$ cat src/rtl/dsf_pkg.sv
package dsf_pkg;
    localparam logic [7:0] DSF_STATUS_OFFSET = 8'h6f;
    localparam int DSF_STST_CLOCKS = 1 << 20;
    localparam int DSF_STST_W = 21;
    localparam logic [4:0] DSF_CS_FULL = 5'h1f;
    localparam int DSF_BIT_STST = 31;
    localparam int DSF_BIT_CHOP = 30;
    localparam int DSF_BIT_CS_LO = 16;
    localparam int DSF_BIT_TEMP_LO = 8;
    localparam int DSF_BIT_OPEN_LO = 6;
    localparam int DSF_BIT_LS_LO = 4;
    localparam int DSF_BIT_GS_LO = 2;
    localparam int DSF_BIT_OT = 1;
    localparam int DSF_BIT_OTPW = 0;
    localparam logic [31:0] DSF_STATUS_RESET = 32'h0000_0000;

    // per-mode short flag set: {low_side_b, low_side_a, ground_b, ground_a}
    typedef struct packed {
        logic low_side_short_phase_b;
        logic low_side_short_phase_a;
        logic ground_short_phase_b;
        logic ground_short_phase_a;
    } dsf_shorts_t;

    typedef struct packed {
        logic temp_level_4_flag;
        logic temp_level_3_flag;
        logic temp_level_2_flag;
        logic temp_level_1_flag;
    } dsf_temps_t;
endpackage

$ cat src/rtl/dsf_sync.sv
`timescale 1ns/1ns
module dsf_sync import dsf_pkg::*; #(
    parameter int W = 1
) (
    // clock and reset
    input wire logic clk_sys,
    input wire logic sys_rst,
    // data
    input wire logic [W-1:0] d,
    output logic [W-1:0] q
);
    logic [W-1:0] meta_reg;
    logic [W-1:0] q_reg;

    always_ff @(posedge clk_sys) begin
        if (sys_rst) begin
            meta_reg <= '0;
            q_reg <= '0;
        end else begin
            meta_reg <= d;
            q_reg <= meta_reg;
        end
    end

    assign q = q_reg;
endmodule

$ cat src/rtl/dsf_stst.sv
`timescale 1ns/1ns
module dsf_stst import dsf_pkg::*; (
    // clock and reset
    input wire logic clk_sys,
    input wire logic sys_rst,
    // synchronised step level
    input wire logic step_sync,
    // standstill indication
    output logic standstill
);
    logic step_d_reg;
    logic step_d_next;
    logic [DSF_STST_W-1:0] cnt_reg;
    logic [DSF_STST_W-1:0] cnt_next;

    always_comb begin
        step_d_next = step_sync;
        cnt_next = cnt_reg;
        if (step_sync && !step_d_reg) begin
            cnt_next = '0;
        end else if (cnt_reg != DSF_STST_W'(DSF_STST_CLOCKS)) begin
            cnt_next = cnt_reg + 1'b1;
        end
    end

    always_ff @(posedge clk_sys) begin
        if (sys_rst) begin
            step_d_reg <= 1'b0;
            cnt_reg <= '0;
        end else begin
            step_d_reg <= step_d_next;
            cnt_reg <= cnt_next;
        end
    end

    // saturating counter, so standstill holds until the next step
    assign standstill = (cnt_reg == DSF_STST_W'(DSF_STST_CLOCKS));
endmodule

$ cat src/rtl/dsf_driver_status.sv
`timescale 1ns/1ns
module dsf_driver_status import dsf_pkg::*; (
    // clock and reset
    input wire logic clk_sys,
    input wire logic sys_rst,
    // motion and chopper state from the core
    input wire logic step_in,
    input wire logic voltage_mode_active,
    input wire logic [4:0] current_scale_actual,
    input wire logic [3:0] off_time_field,
    // pins
    input wire logic enable_input_low,
    // analog comparators
    input wire dsf_temps_t temp_levels,
    input wire logic overtemp_limit_raw,
    input wire logic overtemp_warn_raw,
    input wire logic open_load_phase_b_raw,
    input wire logic open_load_phase_a_raw,
    input wire dsf_shorts_t short_detect_raw,
    // register read port
    input wire logic [7:0] reg_addr,
    output logic [31:0] reg_rdata,
    // bridge control
    output logic bridge_enable
);
    logic step_sync;
    logic enn_sync;
    logic standstill;
    logic [11:0] ana_sync;
    dsf_temps_t temps_s;
    logic ot_s;
    logic otpw_s;
    logic olb_s;
    logic ola_s;
    dsf_shorts_t short_s;

    dsf_sync #(.W(2)) u_pin_sync (
        .clk_sys(clk_sys),
        .sys_rst(sys_rst),
        .d({step_in, enable_input_low}),
        .q({step_sync, enn_sync})
    );

    // comparators are asynchronous to the core clock
    dsf_sync #(.W(12)) u_ana_sync (
        .clk_sys(clk_sys),
        .sys_rst(sys_rst),
        .d({temp_levels, overtemp_limit_raw, overtemp_warn_raw,
            open_load_phase_b_raw, open_load_phase_a_raw, short_detect_raw}),
        .q(ana_sync)
    );

    assign {temps_s, ot_s, otpw_s, olb_s, ola_s, short_s} = ana_sync;

    dsf_stst u_stst (
        .clk_sys(clk_sys),
        .sys_rst(sys_rst),
        .step_sync(step_sync),
        .standstill(standstill)
    );

    // latched shorts, one set per chopper mode
    dsf_shorts_t short_volt_reg;
    dsf_shorts_t short_volt_next;
    dsf_shorts_t short_curr_reg;
    dsf_shorts_t short_curr_next;
    logic ot_latch_reg;
    logic ot_latch_next;
    logic [31:0] status_reg;
    logic [31:0] status_next;
    logic bridge_en_reg;
    logic bridge_en_next;
    logic driver_off;
    dsf_shorts_t short_view;

    assign driver_off = enn_sync || (off_time_field == 4'h0);

    always_comb begin
        short_volt_next = short_volt_reg;
        short_curr_next = short_curr_reg;
        ot_latch_next = ot_latch_reg;
        if (driver_off) begin
            short_volt_next = '0;
            short_curr_next = '0;
        end else if (voltage_mode_active) begin
            short_volt_next = short_volt_reg | short_s;
        end else begin
            short_curr_next = short_curr_reg | short_s;
        end
        // one shared flag; released only once the warning also clears
        if (ot_s) begin
            ot_latch_next = 1'b1;
        end else if (!otpw_s) begin
            ot_latch_next = 1'b0;
        end
    end

    always_comb begin
        short_view = voltage_mode_active ? short_volt_reg : short_curr_reg;
        status_next = DSF_STATUS_RESET;
        status_next[DSF_BIT_STST] = standstill;
        status_next[DSF_BIT_CHOP] = voltage_mode_active;
        // full 0..31 range passes untouched, 31 is full current
        status_next[DSF_BIT_CS_LO +: 5] = current_scale_actual;
        status_next[DSF_BIT_TEMP_LO +: 4] = temps_s;
        status_next[DSF_BIT_OPEN_LO +: 2] = {olb_s, ola_s};
        status_next[DSF_BIT_LS_LO +: 2] = {short_view.low_side_short_phase_b,
                                           short_view.low_side_short_phase_a};
        status_next[DSF_BIT_GS_LO +: 2] = {short_view.ground_short_phase_b,
                                           short_view.ground_short_phase_a};
        status_next[DSF_BIT_OT] = ot_latch_reg;
        status_next[DSF_BIT_OTPW] = otpw_s;
        // open load deliberately absent from the bridge enable
        bridge_en_next = !driver_off && (short_volt_reg == '0) && (short_curr_reg == '0)
                         && !ot_latch_reg && !ot_s;
    end

    always_ff @(posedge clk_sys) begin
        if (sys_rst) begin
            short_volt_reg <= '0;
            short_curr_reg <= '0;
            ot_latch_reg <= 1'b0;
            status_reg <= DSF_STATUS_RESET;
            bridge_en_reg <= 1'b0;
        end else begin
            short_volt_reg <= short_volt_next;
            short_curr_reg <= short_curr_next;
            ot_latch_reg <= ot_latch_next;
            status_reg <= status_next;
            bridge_en_reg <= bridge_en_next;
        end
    end

    logic [31:0] rdata_reg;
    logic [31:0] rdata_next;

    always_comb begin
        rdata_next = 32'h0000_0000;
        if (reg_addr == DSF_STATUS_OFFSET) begin
            rdata_next = status_reg;
        end
    end

    always_ff @(posedge clk_sys) begin
        if (sys_rst) begin
            rdata_reg <= 32'h0000_0000;
        end else begin
            rdata_reg <= rdata_next;
        end
    end

    assign reg_rdata = rdata_reg;
    assign bridge_enable = bridge_en_reg;
endmodule

$ cat config.mk
export PLATFORM = sky130hd
export DESIGN_NAME = dsf_driver_status
export DESIGN_NICKNAME = d
export VERILOG_FILES = /design/src/rtl/dsf_pkg.sv /design/src/rtl/dsf_sync.sv /design/src/rtl/dsf_stst.sv /design/src/rtl/dsf_driver_status.sv
export SDC_FILE = /design/constraint.sdc
export NUM_CORES = 1
export LEC_CHECK = 0
export BUFFER_PORTS_ARGS = -buffer_cell sky130_fd_sc_hd__buf_2
export CORE_MARGIN = 2
export CORE_UTILIZATION = 45
export DETAILED_ROUTE_END_ITERATION = 7
export PLACE_DENSITY = 0.67
export SYNTH_ARGS = -nofsm -noshare
export SYNTH_HDL_FRONTEND = slang
export SYNTH_SLANG_ARGS = --single-unit
$ cat constraint.sdc
create_clock -name clk_sys -period 1.9 [get_ports clk_sys]
set_input_delay 0.095 -clock clk_sys [delete_from_list [all_inputs] [get_ports clk_sys]]
set_output_delay 0.095 -clock clk_sys [all_outputs]
set_load 0.02 [all_outputs]
==> impl_results.md <==
- CP arrival: roughly 2.1 ns
- P_leak: between 1.5 and 2 nW
- Yosys synthesis warning count: 0
- Critical Path Fanout Max: 9
- GR Overflow Total: 0
- Antenna Nets Post-Route: 0
- Cells after DPL: between 400 and 500
- Clk buf depth: 2
- Post-synthesis sequential area ratio: between 50% and 60%
- Layout Cells excl Fill: about 500
- Final-report setup violation count: 0
- Hold_ws: roughly 0.037 ns
- Clk slew on worst S/H paths: about 0.1 ns
- Post-Synthesis Cells: about 320
- Commonest non-fill, non-tap cell in the layout: dfxtp_1
- Initial antenna violation count: 0
- Tmin final: approximately 1.8 ns
- Commonest cells after routing, fill and taps aside: dfxtp_1, buf_2, nor2b_1, nor2_1, and2_1
- Worst EP required: between 2 and 2.5 ns
- # rows: 31
- CTS Root Cell: clkbuf_8
- Number of flip-flops under the largest register name: 21
- I/O Buffers: between 50 and 60
- GPL Wtd Cong: 0.804
- Number of vias per cell: 4.57
- Status: finished, final reports clean
- Max_cap viols: 0
- Width of the die: between 80 and 90 um
- Critical path class: reg -> reg
- Post-place setup slack: between 0.1 and 0.15 ns
- Global Route Usage Sum: between 10% and 20%
- Post-CTS sizing: 0
- Fmax: between 500 and 600 MHz
- Drt first pass iters: 6
- Vias in the first global route: about 2100
- DIE AREA: around 8000 um2
- Worst min-delay path category: in -> reg
- Netlist cell types: 35
- Final setup margin: 0.101 ns
- CTS tree: done
- Most used DFF post-synth: dfxtp_1
- Area growth from synthesis to layout: 22.9%
- Async SR Flop Fraction: 0%
- Power density cells: a little over 900 nW/um2
- Global-route wire length before repair: between 9000 and 10000 um
- Vias: about 2300
- Die height: 90.0 um
- Slew Viols, Final: 0
- Crit. End Element: flip-flop
- Largest net degree at the start of global routing: 26
- Mapped Avg Cell Area: 10.3 um2
- Final period util: a little over nine tenths
- Number of synthesized flops with an enable pin: 0
- Initial core utilization: 46.1%
- Num CTS Buffers: 9
- HPWL Detailed: 3770 um
- Seq cells post-synth: just under 100
- Layout cell share with drive strength beyond 1: about a fifth
- Worst IR drop on VDD: approximately 460 uV
- Antenna Cells: 0
- Total power: ~0.0038 W
- Hold Vio Cnt, Final: 0
- DR iter-0 viols: 58
- Fin Setup TNS: 0 ns
- RSZ-0062 raised after global routing: no
- Sink Count: just under 100
- Final nets: about 440
- Syn Std Cell Area: approximately 3300 um2
- H-tree levels: 3
- Core Area: between 7000 and 8000 um2
- Clock latency on the worst-skew pair: about 0.35 ns
- Post-Route WL: approximately 5600 um
- IO Pins: 67
- Startpoint Class: flip-flop
- # DRC: 0
- Worst clock skew: roughly 0.011 ns
- Wirelength per Cell: 11.1 um
## logic make-up (layout without fill, tap and decap cells)
logic type / after synthesis / in the layout / synth area share [%]
other cells: 1 / 13 / 0.113
compound gates: 30 / 30 / 5.46
mux: 4 / 4 / 1.20
flops: 98 / 98 / 59.0
simple gates: 149 / 149 / 26.0
buf+inv: 30 / 101 / 4.85
fa+ha+maj: 2 / 2 / 0.752
xor+xnor: 10 / 10 / 2.63
## final cells by class
| type | instances | area [um2] |
|---|---|---|
| clock buffer | 9 | 124 |
| tap | 99 | 124 |
| sequential | 98 | 1960 |
| inverter | 7 | 26.3 |
| multi-input combinational | 208 | 1250 |
| fill | 640 | 3130 |
| timing repair buffer | 78 | 500 |
| clock inverter | 7 | 100 |
## cell usage after synthesis (all sizes together) (2+ instances only)
cell     n  area, um2
and4     2       18.8
a21oi   17       85.1
nand3    7       35.0
o21ai    4       20.0
inv      7       26.3
o31ai    3       22.5
nor3     6       30.0
nand2   13       48.8
o211ai   3       22.5
nor2    26       97.6
buf     13       97.6
xnor2    6       52.6
dfxtp   98       1960
xor2     4       35.0
clkbuf  10       37.5
or4      8       63.8
mux2i    4       40.0
and2    20        125
nand4    7       58.8
nor4     8       50.1
nor4b    2       17.5
or3      4       27.5
ha       2       25.0
nor2b   43        269
## through the flow
stage,cell area (um2),utilization [%]
after floorplan,3370,-
after global placement,3670,50.9
after detailed placement,3670,50.9
after CTS,4090,56.7
after global routing,4090,56.7
final,4090,56.7
## per-layer routing
metal / vias up / GRT usage (%) / share of wire, %
met5: - / 0 / 0
met4: 0 / 7.05 / 1.6
met1: 1038 / 18.3 / 47
li1: 1215 / - / -
met2: 54 / 23.5 / 48
met3: 7 / 2.85 / 3.4
## report_power, final
group,total (W),internal [W],switching [W]
sequential,0.00213,0.00211,0.0000226
clock,0.00146,0.000755,0.000709
combinational,0.000214,0.000106,0.000108
total,0.00381,0.00297,0.000840
## final timing paths
kind	slack, ns	startpoint	depth (start not counted)	to
worst max-delay path	0.10	u_stst.cnt_reg[4]	4	u_stst.cnt_reg[19]
worst min-delay path	0.04	sys_rst	2	u_ana_sync.q[1]
worst max register to register	0.10	u_stst.cnt_reg[4]	4	u_stst.cnt_reg[19]
worst min register to register	0.43	status_reg[11]	1	reg_rdata[11]
## repair_timing
item,CTS,global route
buffers inserted,0,0
endpoints found under the hold margin,19,0
hold buffers,19,0
## critical path: stages, from the launching register on
cell,delay (ns)
dfxtp_1,0.48
nand4_4,0.20
or4_4,0.58
or4_1,0.41
nand2_1,0.07
Power figures use the tool's default switching activity.
